## config.mk

```make
export PLATFORM = sky130hd
export DESIGN_NAME = dfi_train_ctrl
export DESIGN_NICKNAME = d
export VERILOG_FILES = /design/src/hw/dfi_train_pkg.sv /design/src/hw/dfi_train_ctrl.sv
export SDC_FILE = /design/constraint.sdc
export NUM_CORES = 1
export LEC_CHECK = 0
export ABC_AREA = 0
export ABC_CLOCK_PERIOD_IN_PS = 19840
export BUFFER_PORTS_ARGS = -buffer_cell sky130_fd_sc_hd__buf_2
export CAP_MARGIN = 10
export CORE_ASPECT_RATIO = 0.8
export CORE_MARGIN = 3
export CORE_UTILIZATION = 45
export DETAILED_ROUTE_END_ITERATION = 10
export GPL_ROUTABILITY_DRIVEN = 0
export HOLD_SLACK_MARGIN = 0.08
export PLACE_DENSITY = 0.64
export SLEW_MARGIN = 0
export SYNTH_ARGS = -nofsm -noshare
export SYNTH_HDL_FRONTEND = slang
export SYNTH_SLANG_ARGS = --single-unit
```

## constraint.sdc

```tcl
create_clock -name ref_clk_i -period 19.84 [get_ports ref_clk_i]
set_input_delay 1.984 -clock ref_clk_i [delete_from_list [all_inputs] [get_ports ref_clk_i]]
set_output_delay 1.984 -clock ref_clk_i [all_outputs]
set_load 0.005 [all_outputs]
```

## src/hw/dfi_train_pkg.sv

```systemverilog
// package: register map, field layout and types of the dfi timing block
package dfi_train_pkg;
  // register byte offsets
  localparam logic [11:0] OFS_ZQ = 12'h278;
  localparam logic [11:0] OFS_RDEN = 12'h300;
  localparam logic [11:0] OFS_RDLAT = 12'h304;
  localparam logic [11:0] OFS_WREN = 12'h308;
  localparam logic [11:0] OFS_RCTL = 12'h310;
  localparam logic [11:0] OFS_RMRS = 12'h314;
  localparam logic [11:0] OFS_RGAP = 12'h318;
  localparam logic [11:0] OFS_RCMD = 12'h31C;
  localparam logic [11:0] OFS_WCTL = 12'h320;
  localparam logic [11:0] OFS_CMD = 12'h330;
  localparam logic [11:0] OFS_STAT = 12'h334;
  // reset values
  localparam logic [31:0] RST_ZQ = 32'h00000040;
  localparam logic [31:0] RST_RDEN = 32'h00000001;
  localparam logic [31:0] RST_RDLAT = 32'h00000000;
  localparam logic [31:0] RST_WREN = 32'h00000001;
  localparam logic [31:0] RST_RCTL = 32'h00001080;
  localparam logic [31:0] RST_RMRS = 32'h00000004;
  localparam logic [31:0] RST_RGAP = 32'h00000000;
  localparam logic [31:0] RST_RCMD = 32'h00000000;
  localparam logic [31:0] RST_WCTL = 32'h00001000;
  // writable bits per register
  localparam logic [31:0] MSK_ZQ = 32'h000003FF;
  localparam logic [31:0] MSK_RDEN = 32'h001F3F3F;
  localparam logic [31:0] MSK_RDLAT = 32'h0000003F;
  localparam logic [31:0] MSK_WREN = 32'h011F1F1F;
  localparam logic [31:0] MSK_RCTL = 32'h010F7611;
  localparam logic [31:0] MSK_RMRS = 32'h00001FFF;
  localparam logic [31:0] MSK_RGAP = 32'h0000003F;
  localparam logic [31:0] MSK_RCMD = 32'h000003FF;
  localparam logic [31:0] MSK_WCTL = 32'h000F7000;
  // field positions
  localparam int RD_CS_LSB = 16;
  localparam int WR_DLY_BIT = 24;
  localparam int PREAMBLE_BIT = 24;
  localparam int PAT_LSB = 16;
  localparam int ERR_EN_BIT = 14;
  localparam int REF_DUR_BIT = 13;
  localparam int REF_PRE_BIT = 12;
  localparam int BANK_LSB = 9;
  localparam int SETUP_BIT = 4;
  localparam int MODE_BIT = 0;
  // command register bits
  localparam int CMD_READ_BIT = 0;
  localparam int CMD_WRITE_BIT = 1;
  localparam int CMD_ZQ_BIT = 2;
  localparam int CMD_RTRAIN_BIT = 3;
  localparam int CMD_WTRAIN_BIT = 4;
  localparam int CMD_REF_BIT = 5;
  // command encoding on the dfi side
  typedef enum logic [2:0] {
    DCMD_NOP, DCMD_READ, DCMD_WRITE, DCMD_ZQ, DCMD_REF, DCMD_MRS,
    DCMD_TRAIN
  } dfi_cmd_t;
  // command bundle toward the phy
  typedef struct packed {
    logic cs_n;
    dfi_cmd_t cmd;
    logic [1:0] bank;
    logic [12:0] addr;
  } dfi_ctl_t;
  localparam logic [1:0] MR3_BANK = 2'h3;
  localparam logic [1:0] AXI_OKAY = 2'h0;
  localparam logic [1:0] AXI_SLVERR = 2'h2;
endpackage : dfi_train_pkg

```

## src/hw/dfi_train_ctrl.sv

```systemverilog
// dfi timing and training controller with an axi4-lite register slave
`timescale 1ns/10ps
module dfi_train_ctrl
  import dfi_train_pkg::*;
#(
  parameter int REF_INTERVAL = 64 // cycles between refreshes in training
) (
  input wire logic ref_clk_i, // 100 MHz clock
  input wire logic rst_i, // async reset, active high
  input wire logic [11:0] s_axi_awaddr_i, // write address
  input wire logic s_axi_awvalid_i, // write address valid
  output logic s_axi_awready_o, // write address ready
  input wire logic [31:0] s_axi_wdata_i, // write data
  input wire logic [3:0] s_axi_wstrb_i, // write strobes
  input wire logic s_axi_wvalid_i, // write data valid
  output logic s_axi_wready_o, // write data ready
  output logic [1:0] s_axi_bresp_o, // write response
  output logic s_axi_bvalid_o, // write response valid
  input wire logic s_axi_bready_i, // write response ready
  input wire logic [11:0] s_axi_araddr_i, // read address
  input wire logic s_axi_arvalid_i, // read address valid
  output logic s_axi_arready_o, // read address ready
  output logic [31:0] s_axi_rdata_o, // read data
  output logic [1:0] s_axi_rresp_o, // read response
  output logic s_axi_rvalid_o, // read data valid
  input wire logic s_axi_rready_i, // read data ready
  output dfi_train_pkg::dfi_ctl_t dfi_ctl_o, // command bundle
  output logic dfi_rddata_en_o, // read data enable
  output logic dfi_rddata_cs_n_o, // read data chip-select
  input wire logic dfi_rddata_valid_i, // read data valid from phy
  output logic dfi_wrdata_en_o, // write data enable
  output logic dfi_wrdata_cs_n_o, // write data chip-select
  output logic dfi_wrdata_o, // write data present strobe
  output logic dfi_rdlvl_en_o, // read leveling enable
  output logic dfi_wrlvl_en_o, // write leveling enable
  output logic [3:0] dfi_lvl_pattern_o, // leveling pattern
  input wire logic dfi_lvl_resp_i, // leveling done response
  input wire logic dfi_err_i // training error report
);
  import dfi_train_pkg::*;

  typedef enum {
    T_IDLE, T_PREREF, T_PREAMB, T_SETUP, T_EN, T_GAP, T_CMD, T_REF,
    T_WAITEND, T_EXIT
  } train_st_t;

  // ----------------------------------------------------------------
  // register file
  // ----------------------------------------------------------------
  logic [31:0] zq_ff, rden_ff, rdlat_ff, wren_ff, rctl_ff, rmrs_ff;
  logic [31:0] rgap_ff, rcmd_ff, wctl_ff;
  logic [11:0] waddr_ff;
  logic [31:0] wdata_ff;
  logic [3:0] wstrb_ff;
  logic aw_have_ff, w_have_ff, bvalid_ff, rvalid_ff, late_ff;
  logic [1:0] bresp_ff, rresp_ff;
  logic [31:0] rdata_ff;
  logic [31:0] wmask;
  logic do_write, rd_hit, wr_hit, cmd_wr;
  logic [31:0] rd_word;
  logic [11:0] ra;
  logic [31:0] status;

  // strobe mask and write decode
  assign wmask = {{8{wstrb_ff[3]}}, {8{wstrb_ff[2]}}, {8{wstrb_ff[1]}},
                  {8{wstrb_ff[0]}}};
  assign do_write = aw_have_ff && w_have_ff && !bvalid_ff;
  assign wr_hit = waddr_ff inside {OFS_ZQ, OFS_RDEN, OFS_RDLAT, OFS_WREN,
    OFS_RCTL, OFS_RMRS, OFS_RGAP, OFS_RCMD, OFS_WCTL, OFS_CMD};
  assign cmd_wr = do_write && waddr_ff == OFS_CMD;

  function automatic logic [31:0] upd(input logic [31:0] old,
                                      input logic [31:0] msk);
    upd = ((old & ~wmask) | (wdata_ff & wmask)) & msk;
  endfunction : upd

  // address and data are caught in either order
  always_ff @(posedge ref_clk_i or posedge rst_i) begin
    if (rst_i) begin
      aw_have_ff <= 1'b0;
      w_have_ff <= 1'b0;
      waddr_ff <= 12'h000;
      wdata_ff <= 32'h00000000;
      wstrb_ff <= 4'h0;
      bvalid_ff <= 1'b0;
      bresp_ff <= AXI_OKAY;
    end else begin
      if (s_axi_awvalid_i && !aw_have_ff) begin
        aw_have_ff <= 1'b1;
        waddr_ff <= {s_axi_awaddr_i[11:2], 2'h0};
      end
      if (s_axi_wvalid_i && !w_have_ff) begin
        w_have_ff <= 1'b1;
        wdata_ff <= s_axi_wdata_i;
        wstrb_ff <= s_axi_wstrb_i;
      end
      if (do_write) begin
        bvalid_ff <= 1'b1;
        bresp_ff <= wr_hit ? AXI_OKAY : AXI_SLVERR;
      end
      if (bvalid_ff && s_axi_bready_i) begin
        bvalid_ff <= 1'b0;
        aw_have_ff <= 1'b0;
        w_have_ff <= 1'b0;
      end
    end
  end

  // configuration registers; alignment fields are stored only
  always_ff @(posedge ref_clk_i or posedge rst_i) begin
    if (rst_i) begin
      zq_ff <= RST_ZQ;
      rden_ff <= RST_RDEN;
      rdlat_ff <= RST_RDLAT;
      wren_ff <= RST_WREN;
      rctl_ff <= RST_RCTL;
      rmrs_ff <= RST_RMRS;
      rgap_ff <= RST_RGAP;
      rcmd_ff <= RST_RCMD;
      wctl_ff <= RST_WCTL;
    end else if (do_write) begin
      case (waddr_ff)
        OFS_ZQ: zq_ff <= upd(zq_ff, MSK_ZQ);
        OFS_RDEN: rden_ff <= upd(rden_ff, MSK_RDEN);
        OFS_RDLAT: rdlat_ff <= upd(rdlat_ff, MSK_RDLAT);
        OFS_WREN: wren_ff <= upd(wren_ff, MSK_WREN);
        OFS_RCTL: rctl_ff <= upd(rctl_ff, MSK_RCTL);
        OFS_RMRS: rmrs_ff <= upd(rmrs_ff, MSK_RMRS);
        OFS_RGAP: rgap_ff <= upd(rgap_ff, MSK_RGAP);
        OFS_RCMD: rcmd_ff <= upd(rcmd_ff, MSK_RCMD);
        OFS_WCTL: wctl_ff <= upd(wctl_ff, MSK_WCTL);
        default: ;
      endcase
    end
  end

  // read decode
  assign ra = {s_axi_araddr_i[11:2], 2'h0};
  assign rd_hit = ra inside {OFS_ZQ, OFS_RDEN, OFS_RDLAT, OFS_WREN,
    OFS_RCTL, OFS_RMRS, OFS_RGAP, OFS_RCMD, OFS_WCTL, OFS_CMD, OFS_STAT};
  assign rd_word = (ra == OFS_ZQ) ? zq_ff :
                   (ra == OFS_RDEN) ? rden_ff :
                   (ra == OFS_RDLAT) ? rdlat_ff :
                   (ra == OFS_WREN) ? wren_ff :
                   (ra == OFS_RCTL) ? rctl_ff :
                   (ra == OFS_RMRS) ? rmrs_ff :
                   (ra == OFS_RGAP) ? rgap_ff :
                   (ra == OFS_RCMD) ? rcmd_ff :
                   (ra == OFS_WCTL) ? wctl_ff :
                   (ra == OFS_STAT) ? status : 32'h00000000;

  // read channel answers one cycle after the address
  always_ff @(posedge ref_clk_i or posedge rst_i) begin
    if (rst_i) begin
      rvalid_ff <= 1'b0;
      rdata_ff <= 32'h00000000;
      rresp_ff <= AXI_OKAY;
    end else if (rvalid_ff) begin
      if (s_axi_rready_i) rvalid_ff <= 1'b0;
    end else if (s_axi_arvalid_i) begin
      rvalid_ff <= 1'b1;
      rdata_ff <= rd_word;
      rresp_ff <= rd_hit ? AXI_OKAY : AXI_SLVERR;
    end
  end

  assign s_axi_awready_o = !aw_have_ff;
  assign s_axi_wready_o = !w_have_ff;
  assign s_axi_arready_o = !rvalid_ff;
  assign s_axi_bvalid_o = bvalid_ff;
  assign s_axi_bresp_o = bresp_ff;
  assign s_axi_rvalid_o = rvalid_ff;
  assign s_axi_rdata_o = rdata_ff;
  assign s_axi_rresp_o = rresp_ff;

  // ----------------------------------------------------------------
  // command issue and latency pipes
  // ----------------------------------------------------------------
  train_st_t st_ff;
  logic [9:0] hold_ff; // zq blocking counter
  logic [9:0] gap_ff; // training gap counter
  logic [63:0] rd_sh_ff, rdcs_sh_ff, wr_sh_ff, wrcs_sh_ff;
  logic wrd_ff;
  dfi_ctl_t ctl_ff;
  logic busy, rd_go, wr_go, zq_go, is_wr_train;
  logic [5:0] rd_lat, rd_max;
  logic [4:0] rd_cs_lat, wr_lat, wr_cs_lat;
  logic [5:0] since_en_ff;
  logic wait_ff;
  logic [31:0] train_ctl;
  logic ref_due;
  logic [15:0] ref_cnt_ff;

  assign rd_lat = rden_ff[5:0];
  assign rd_cs_lat = rden_ff[RD_CS_LSB +: 5];
  assign wr_lat = wren_ff[4:0];
  assign wr_cs_lat = wren_ff[RD_CS_LSB +: 5];
  assign rd_max = rdlat_ff[5:0];
  assign busy = hold_ff != 10'h000 || st_ff != T_IDLE;
  assign rd_go = cmd_wr && wdata_ff[CMD_READ_BIT] && !busy;
  assign wr_go = cmd_wr && wdata_ff[CMD_WRITE_BIT] && !busy && !rd_go;
  assign zq_go = cmd_wr && wdata_ff[CMD_ZQ_BIT] && !busy && !rd_go &&
                 !wr_go;
  assign train_ctl = is_wr_train ? wctl_ff : rctl_ff;
  assign ref_due = ref_cnt_ff >= 16'(REF_INTERVAL);

  // latency shift lines: bit n fires n cycles after the command
  always_ff @(posedge ref_clk_i or posedge rst_i) begin
    if (rst_i) begin
      rd_sh_ff <= 64'h0;
      rdcs_sh_ff <= 64'h0;
      wr_sh_ff <= 64'h0;
      wrcs_sh_ff <= 64'h0;
      wrd_ff <= 1'b0;
    end else begin
      rd_sh_ff <= (rd_sh_ff >> 1) | (64'(rd_go) << rd_lat);
      rdcs_sh_ff <= (rdcs_sh_ff >> 1) | (64'(rd_go) << rd_cs_lat);
      wr_sh_ff <= (wr_sh_ff >> 1) | (64'(wr_go) << wr_lat);
      wrcs_sh_ff <= (wrcs_sh_ff >> 1) | (64'(wr_go) << wr_cs_lat);
      wrd_ff <= wr_sh_ff[0];
    end
  end

  assign dfi_rddata_en_o = rd_sh_ff[0];
  assign dfi_rddata_cs_n_o = !rdcs_sh_ff[0];
  assign dfi_wrdata_en_o = wr_sh_ff[0];
  assign dfi_wrdata_cs_n_o = !wrcs_sh_ff[0];
  // data goes with the enable or one cycle after it
  assign dfi_wrdata_o = wren_ff[WR_DLY_BIT] ? wrd_ff : wr_sh_ff[0];

  // read return window watch: late flag if valid misses the window
  always_ff @(posedge ref_clk_i or posedge rst_i) begin
    if (rst_i) begin
      wait_ff <= 1'b0;
      since_en_ff <= 6'h00;
      late_ff <= 1'b0;
    end else if (dfi_rddata_en_o) begin
      wait_ff <= 1'b1;
      since_en_ff <= 6'h00;
    end else if (wait_ff) begin
      if (dfi_rddata_valid_i) wait_ff <= 1'b0;
      else if (since_en_ff >= rd_max) begin
        wait_ff <= 1'b0;
        late_ff <= 1'b1;
      end else since_en_ff <= since_en_ff + 6'h01;
    end
  end

  // ----------------------------------------------------------------
  // training sequencer and zq hold
  // ----------------------------------------------------------------
  always_ff @(posedge ref_clk_i or posedge rst_i) begin
    if (rst_i) begin
      st_ff <= T_IDLE;
      hold_ff <= 10'h000;
      gap_ff <= 10'h000;
      ctl_ff <= '{cs_n: 1'b1, cmd: DCMD_NOP, bank: 2'h0, addr: 13'h0};
      is_wr_train <= 1'b0;
      ref_cnt_ff <= 16'h0000;
    end else begin
      ctl_ff <= '{cs_n: 1'b1, cmd: DCMD_NOP, bank: 2'h0, addr: 13'h0};
      if (hold_ff != 10'h000) hold_ff <= hold_ff - 10'h001;
      if (gap_ff != 10'h000) gap_ff <= gap_ff - 10'h001;
      if (st_ff != T_IDLE && !ref_due) ref_cnt_ff <= ref_cnt_ff + 16'h1;
      if (rd_go) ctl_ff <= '{1'b0, DCMD_READ, 2'h0, 13'h0};
      if (wr_go) ctl_ff <= '{1'b0, DCMD_WRITE, 2'h0, 13'h0};
      if (zq_go) begin
        ctl_ff <= '{1'b0, DCMD_ZQ, 2'h0, 13'h0};
        hold_ff <= zq_ff[9:0];
      end
      case (st_ff)
        T_IDLE: begin
          if (cmd_wr && !busy && !rd_go && !wr_go && !zq_go &&
              (wdata_ff[CMD_RTRAIN_BIT] || wdata_ff[CMD_WTRAIN_BIT])) begin
            is_wr_train <= !wdata_ff[CMD_RTRAIN_BIT];
            ref_cnt_ff <= 16'h0000;
            st_ff <= T_PREREF;
          end
        end
        T_PREREF: begin
          if (train_ctl[REF_PRE_BIT])
            ctl_ff <= '{1'b0, DCMD_REF, 2'h0, 13'h0};
          gap_ff <= {4'h0, rgap_ff[5:0]};
          st_ff <= T_PREAMB;
        end
        T_PREAMB: if (gap_ff == 10'h000) begin
          if (!is_wr_train && rctl_ff[PREAMBLE_BIT]) begin
            ctl_ff <= '{1'b0, DCMD_MRS, MR3_BANK, rmrs_ff[12:0]};
            gap_ff <= {4'h0, rgap_ff[5:0]};
          end
          st_ff <= T_SETUP;
        end
        T_SETUP: if (gap_ff == 10'h000) begin
          if (!is_wr_train && rctl_ff[SETUP_BIT]) begin
            ctl_ff <= '{1'b0, DCMD_MRS, MR3_BANK, rmrs_ff[12:0]};
            gap_ff <= {4'h0, rgap_ff[5:0]};
          end
          st_ff <= T_EN;
        end
        T_EN: if (gap_ff == 10'h000) begin
          gap_ff <= {4'h0, rgap_ff[5:0]};
          st_ff <= T_GAP;
        end
        T_GAP: if (gap_ff == 10'h000) begin
          if (train_ctl[REF_DUR_BIT] && ref_due) begin
            ctl_ff <= '{1'b0, DCMD_REF, 2'h0, 13'h0};
            ref_cnt_ff <= 16'h0000;
            gap_ff <= {4'h0, rgap_ff[5:0]};
            st_ff <= T_REF;
          end else begin
            ctl_ff <= '{1'b0, DCMD_TRAIN,
              is_wr_train ? 2'h0 : rctl_ff[BANK_LSB +: 2],
              {12'h000, train_ctl[MODE_BIT]}};
            gap_ff <= rcmd_ff[9:0];
            st_ff <= T_CMD;
          end
        end
        T_REF: if (gap_ff == 10'h000) begin
          gap_ff <= {4'h0, rgap_ff[5:0]};
          st_ff <= T_GAP; // resume after refresh
        end
        T_CMD: begin
          if (dfi_err_i && train_ctl[ERR_EN_BIT]) st_ff <= T_GAP;
          else if (dfi_lvl_resp_i) st_ff <= T_WAITEND;
          else if (gap_ff == 10'h000) st_ff <= T_GAP;
        end
        T_WAITEND: if (gap_ff == 10'h000) begin
          gap_ff <= {4'h0, rgap_ff[5:0]};
          st_ff <= T_EXIT;
        end
        T_EXIT: if (gap_ff == 10'h000) st_ff <= T_IDLE;
        default: st_ff <= T_IDLE;
      endcase
    end
  end

  logic lvl_on;
  assign lvl_on = st_ff inside {T_GAP, T_CMD, T_REF, T_WAITEND};
  assign dfi_rdlvl_en_o = lvl_on && !is_wr_train;
  assign dfi_wrlvl_en_o = lvl_on && is_wr_train;
  assign dfi_lvl_pattern_o = lvl_on ? train_ctl[PAT_LSB +: 4] : 4'h0;
  assign dfi_ctl_o = ctl_ff;
  assign status = {28'h0, late_ff, lvl_on, st_ff != T_IDLE,
                   hold_ff != 10'h000};

  // ----------------------------------------------------------------
  // checks
  // ----------------------------------------------------------------
  property p_zq_hold;
    @(posedge ref_clk_i) disable iff (rst_i)
    zq_go |=> hold_ff == $past(zq_ff[9:0]);
  endproperty
  a_zq_hold: assert property (p_zq_hold) else $error("zq hold");
  property p_zq_block;
    @(posedge ref_clk_i) disable iff (rst_i)
    hold_ff != 10'h000 |-> !rd_go && !wr_go;
  endproperty
  a_zq_block: assert property (p_zq_block) else $error("zq blk");
  property p_rd_cmd;
    @(posedge ref_clk_i) disable iff (rst_i)
    rd_go |=> dfi_ctl_o.cmd == DCMD_READ;
  endproperty
  a_rd_cmd: assert property (p_rd_cmd) else $error("rd cmd");
  property p_wr_data;
    @(posedge ref_clk_i) disable iff (rst_i)
    dfi_wrdata_en_o && !wren_ff[WR_DLY_BIT] |-> dfi_wrdata_o;
  endproperty
  a_wr_data: assert property (p_wr_data) else $error("wr data");
  property p_pat;
    @(posedge ref_clk_i) disable iff (rst_i)
    !lvl_on |-> dfi_lvl_pattern_o == 4'h0;
  endproperty
  a_pat: assert property (p_pat) else $error("pattern");
  property p_bank;
    @(posedge ref_clk_i) disable iff (rst_i)
    st_ff == T_GAP && gap_ff == 10'h000 && !is_wr_train && !ref_due
      |=> dfi_ctl_o.bank == $past(rctl_ff[10:9]);
  endproperty
  a_bank: assert property (p_bank) else $error("bank");
  // training commands never come closer than the minimum command gap
  property p_gap;
    @(posedge ref_clk_i) disable iff (rst_i)
    !dfi_ctl_o.cs_n && dfi_ctl_o.cmd == DCMD_TRAIN
      |=> (dfi_ctl_o.cmd != DCMD_TRAIN)[*3];
  endproperty
  a_gap: assert property (p_gap) else $error("train gap");
  property p_en_gap;
    @(posedge ref_clk_i) disable iff (rst_i)
    $rose(lvl_on) |-> dfi_ctl_o.cmd != DCMD_TRAIN;
  endproperty
  a_en_gap: assert property (p_en_gap) else $error("en gap");
  // a reported error with replay enabled sends the sequencer back to gap
  property p_replay;
    @(posedge ref_clk_i) disable iff (rst_i)
    st_ff == T_CMD && dfi_err_i && train_ctl[ERR_EN_BIT] |=> st_ff == T_GAP;
  endproperty
  a_replay: assert property (p_replay) else $error("replay");
endmodule : dfi_train_ctrl

```

After elaboration in Yosys (flattened, before gate mapping). Index checks and enable logic that the tools add are counted.

Register bits after elaboration: 530. Latch bits: 0. Memory bits (writable): 0. Bits in read-only memories: 0. Bits of input ports: 70. Word-level logic and storage cells: 253. Memories: 0.

Add/subtract/negate cells: 4. Multipliers: 0. Divide/modulo/power cells: 0. Order comparisons: 2. Eq/ne operators: 38. Shift-type cells: 4. Multiplexer cells: 71. Bitwise gates (word level): 27. Reduce and logical (&&, ||, !) cells: 71.

Operator list (count): 32-bit 2-to-1 mux (9); 32-bit case mux with 9 select lines (1); 63-bit by 64-bit OR with 64-bit output (4); 10-bit by 8-bit == test with 1-bit output, second input constant (21); 1-bit by 5-bit left shift with 64-bit output (3); 19-bit 2-to-1 mux (9); 32-bit by 3-bit == test with 1-bit output, second input constant (4); 25-bit 2-to-1 mux (5); 10-bit 2-to-1 mux (10); 20-bit 2-to-1 mux (5); 19-bit case mux with 4 select lines (1); 25-bit AND (3); 32-bit by 2-bit == test with 1-bit output, second input constant (2); 32-bit by 4-bit == test with 1-bit output, second input constant (2); 16-bit 2-to-1 mux (4); 1-bit by 6-bit left shift with 64-bit output (1); 25-bit OR (2); 10-bit case mux with 5 select lines (1); 32-bit by 1-bit == test with 1-bit output, second input constant (1); 32-bit logical NOT (1); 16-bit case mux with 2 select lines (1); 32-bit nonzero test (1); 10-bit nonzero test (3); 1-bit logical AND (27); 36 further kinds (96).

Longest topological paths before layout.
Depth in word-level cells: 14. Mapped depth: 10. Depth with buffers taken out: 8.

Worst setup path before layout. OpenSTA, ideal clock, no wires.

Path type: input -> register. Start point: input s_axi_araddr_i[7]. End point: register rdata_ff[16], in the netlist s_axi_rdata_o[16]. Arrival time: 3726 ps. Slack: 16030 ps. Stages on the path: 8. Path buffers: 2. Path through: nor4bb_1 -> buf_2 -> nand3b_1 -> nor3b_1 -> clkbuf_1 -> a22o_1 -> a21oi_1 -> o21ai_0.

Longest elaborated chain between the ends: 10. Elaborated cells on any way between the ends: 18. Those cells by class: eq/ne (9); mux (9).

Ends and longest elaborated chain: start: declaration (line dfi_train_ctrl.sv:20) `input wire logic [11:0] s_axi_araddr_i,`; 10-bit by 8-bit == test with 1-bit output (line dfi_train_ctrl.sv:149) `(ra == OFS_WCTL) ? wctl_ff :`; 20-bit 2-to-1 mux (line dfi_train_ctrl.sv:149); 20-bit 2-to-1 mux (line dfi_train_ctrl.sv:148) `(ra == OFS_RCMD) ? rcmd_ff :`; 20-bit 2-to-1 mux (line dfi_train_ctrl.sv:147) `(ra == OFS_RGAP) ? rgap_ff :`; 20-bit 2-to-1 mux (line dfi_train_ctrl.sv:146) `(ra == OFS_RMRS) ? rmrs_ff :`; 25-bit 2-to-1 mux (line dfi_train_ctrl.sv:145) `(ra == OFS_RCTL) ? rctl_ff :`; 25-bit 2-to-1 mux (line dfi_train_ctrl.sv:144) `(ra == OFS_WREN) ? wren_ff :`; 25-bit 2-to-1 mux (line dfi_train_ctrl.sv:143) `(ra == OFS_RDLAT) ? rdlat_ff :`; 25-bit 2-to-1 mux (line dfi_train_ctrl.sv:142) `(ra == OFS_RDEN) ? rden_ff :`; 25-bit 2-to-1 mux (*) (line dfi_train_ctrl.sv:141) `assign rd_word = (ra == OFS_ZQ) ? zq_ff :`; end signal: assignment (line dfi_train_ctrl.sv:162) `rdata_ff <= rd_word;`; end: declaration (line dfi_train_ctrl.sv:57) `logic [31:0] rdata_ff;`.

Every way passes the cells marked *; elsewhere a longest branch is shown, timed or not. A chain may end at the register's enable or synchronous reset.

Worst setup path in the final report.
Start point: register st_ff[0]. End point: output dfi_lvl_pattern_o[0].

Longest elaborated chain between the ends: 3. Elaborated cells on any way between the ends: 6. Those cells by class: eq/ne (4); mux (1); reduce/logical (1).

Ends and longest elaborated chain: start: declaration (line dfi_train_ctrl.sv:179) `train_st_t st_ff;`; start signal: assignment (line dfi_train_ctrl.sv:254) `st_ff <= T_IDLE;`; start signal: assignment (line dfi_train_ctrl.sv:277) `st_ff <= T_PREREF;`; start signal: assignment (line dfi_train_ctrl.sv:284) `st_ff <= T_PREAMB;`; 32-bit by 3-bit == test with 1-bit output or 32-bit by 4-bit == test with 1-bit output (tied branches) (line dfi_train_ctrl.sv:338) `assign lvl_on = st_ff inside {T_GAP, T_CMD, T_REF, T_WAITEND};`; 4-bit nonzero test (*) (line dfi_train_ctrl.sv:338); 4-bit 2-to-1 mux (*) (line dfi_train_ctrl.sv:341) `assign dfi_lvl_pattern_o = lvl_on ? train_ctl[PAT_LSB +: 4] : 4'h0;`; end: declaration (line dfi_train_ctrl.sv:36) `output logic [3:0] dfi_lvl_pattern_o,`.

Marked as above.

==> impl_results.md <==
* Status: completed
* Final Hold Fails at 0
* DP HPWL at 29620 microns
* Maxcap violations at 0
* GRT Util Overall at 0.2122
* Post-DRT Antenna Nets at 0
* Ys Warns at 0
* Synthesized area at 17450 sq um
* Routed wire length at 43160 microns
* Largest net degree at the start of global routing at 136
* Crit path time final at 4.929 ns
* IO Port Bufs at 112
* Post-CTS Hold Buffers at 0
* First-pass iteration count of the detailed router at 6
* Max Fclk at 202.9 MHz
* CTS buffer count at 41
* Setup bufs post-CTS at 0
* Area share of xor/xnor cells in the synthesized design at 0.008530
* Asr flop ratio synth at 1.000
* Clock sinks at 417
* Vias at 11.70k
* Most common cell after layout, fill and taps aside: dfrtp_1
* Final worst slack at 14.91 ns
* Die area at 41200 sq um
* Number of DRC markers in iteration 0 at 989
* Ports at 141
* Clk_skew at 0.01877 ns
* Reg clk slew, reported paths at 0.06 ns
* Vias in the first global route at 11.49k
* CP arrival at 2.94 ns
* Crit path max fanout at 15
* Final Cycle Share at 0.2484
* Max VDD drop at 80.11 uV
* Final net count at 1619
* Compound-gate portion of the synthesized area at 0.1392
* Mean Syn Cell Area at 12.41 sq um
* RSZ-0062 raised after global routing: false
* EDFF count, synth at 0
* FF+latch count, synth at 417
* Crit Path Category: register to output pin
* Starting Density at 0.4632
* Fill count at 3271
* Post-synthesis simple-gate area fraction at 0.1210
* DRC at 0
* Grt ovf at 0
* Antenna violations before repair at 2
* Final TNS setup at 0 ns
* Worst Tran Pin Value at 1.178 ns
* # H-tree levels at 2
* Startpoint Class: register
* Die Height at 182.2 microns
* Leak at 10.14 nW
* Area Growth Syn to Fin at 14.34%
* Core area at 37680 sq um
* Clock Latency Late Sink at 0.55 ns
* PostCTS Resize Cnt at 0
* Vias/cell at 5.685
* Most frequent cells in the layout: dfrtp_1 (409), mux2_2 (140), buf_2 (112)
* PD cells at 99.51 nW/um^2
* First-pass GRT wire length at 67920 microns
* Synth Instances at 1406
* Layout cells sized above 1 at 0.2613
* Wirelength per Cell at 20.98 microns
* Final setup fails at 0
* Clock tree buffer depth at 3
* Seq/Total Area, Yosys at 0.5984
* Yosys cell types at 74
* Std cell rows at 63
* Die Wd at 226.2 microns
* Primary FF master, synth: dfrtp_1
* Root cell of the clock tree: clkbuf_16
* Required time worst endpoint at 17.86 ns
* Hold WC Path Type: register to register
* Max Slew Vio Count at 0
* Worst setup EP type: output pin
* Post-Place Setup Slack at 14.36 ns
* Slew HR at 0.2088
* Synth Area in Adders at 0.008602
* CTS tree: yes
* Mux cell area share after synthesis at 0.09663
* Largest family of logic cells by synthesized area: compound AO/OA/AOI/OAI gates
## worst max-delay path, stage by stage (launching register included)
cell	delay (ns)
dfrtp_1	0.56
or4b_2	0.77
o21ai_0	0.14
nand3_1	0.40
nor2_1	0.37
buf_2	0.17
## cell families (layout without fill, tap and decap cells)
| family | Yosys count | in the layout |
|---|---|---|
| adder cells (fa/ha/maj) | 12 | 12 |
| other | 1 | 42 |
| AO/OA/AOI/OAI | 331 | 331 |
| flip-flops | 417 | 417 |
| buffers and inverters | 109 | 232 |
| AND/OR/NAND/NOR | 368 | 368 |
| multiplexers | 151 | 151 |
| XOR/XNOR | 17 | 17 |
## cell type report
cell class                 count  area (sq um)  area share
antenna                        1         2.502   0.0001254
clock buffer                  58          1200     0.06013
clock inverter                17         195.2    0.009781
inverter                      28         112.6    0.005643
multi-input combinational    920          6706      0.3361
sequential                   417         10450      0.5234
tap                          487         609.3     0.03053
timing repair buffer         129         685.7     0.03436
## path summary, 6_finish.rpt
path	slack [ns]	depth (start not counted)	startpoint	to
max	14.91	5	st_ff[0]	dfi_lvl_pattern_o[0]
min	0.40	0	wr_sh_ff[0]	wrd_ff
max reg2reg	16.29	9	hold_ff[0]	rdcs_sh_ff[16]
min reg2reg	0.40	0	wr_sh_ff[0]	wrd_ff
max in group asynchronous	15.18	5	rst_i	wdata_ff[19]
min in group asynchronous	1.60	2	rst_i	dfi_ctl_o[6]
## power breakdown
| part | internal, mW | switching [mW] |
|---|---|---|
| clock network | 0.475 | 0.329 |
| logic | 0.0774 | 0.111 |
| registers | 0.907 | 0.0872 |
## routing by layer
metal / part of all wire / vias to the layer above / GRT usage
met1: 0.47 / 5959 / 0.3216
met2: 0.44 / 365 / 0.3179
met5: 0.00016 / - / 0
met3: 0.073 / 51 / 0.04487
met4: 0.015 / 2 / 0.04090
li1: - / 5318 / -
## Yosys cell counts (all sizes together) (14+ instances only)
master | instances | area share
clkbuf | 46 | 0.0099
and2 | 28 | 0.010
buf | 35 | 0.011
nand3 | 24 | 0.0072
dfrtp | 409 | 0.59
a31o | 32 | 0.016
o21ai | 39 | 0.011
o21bai | 48 | 0.022
nor2 | 75 | 0.016
nand2 | 66 | 0.014
and3 | 17 | 0.0061
nor4 | 17 | 0.0073
nor2b | 14 | 0.0050
a22oi | 19 | 0.0082
a21o | 88 | 0.038
a21oi | 33 | 0.0095
inv | 28 | 0.0060
nor3 | 34 | 0.010
mux2 | 140 | 0.090
## stage by stage
stage               total power, mW  cells  utilization  hold WS [ns]  cell area, sq um
finish                        1.986   2057       0.5297        0.4014             19960
global route                  2.068   2056       0.5296        0.4269             19950
CTS                           2.003   2055       0.5295        0.4006             19950
detailed placement            1.196   1980       0.4924        0.3867             18550
global placement              1.190   1980       0.4924        0.3829             18550
floorplan                     1.098   1446            -        0.3922             17600
(Power assumes the default switching activity.)
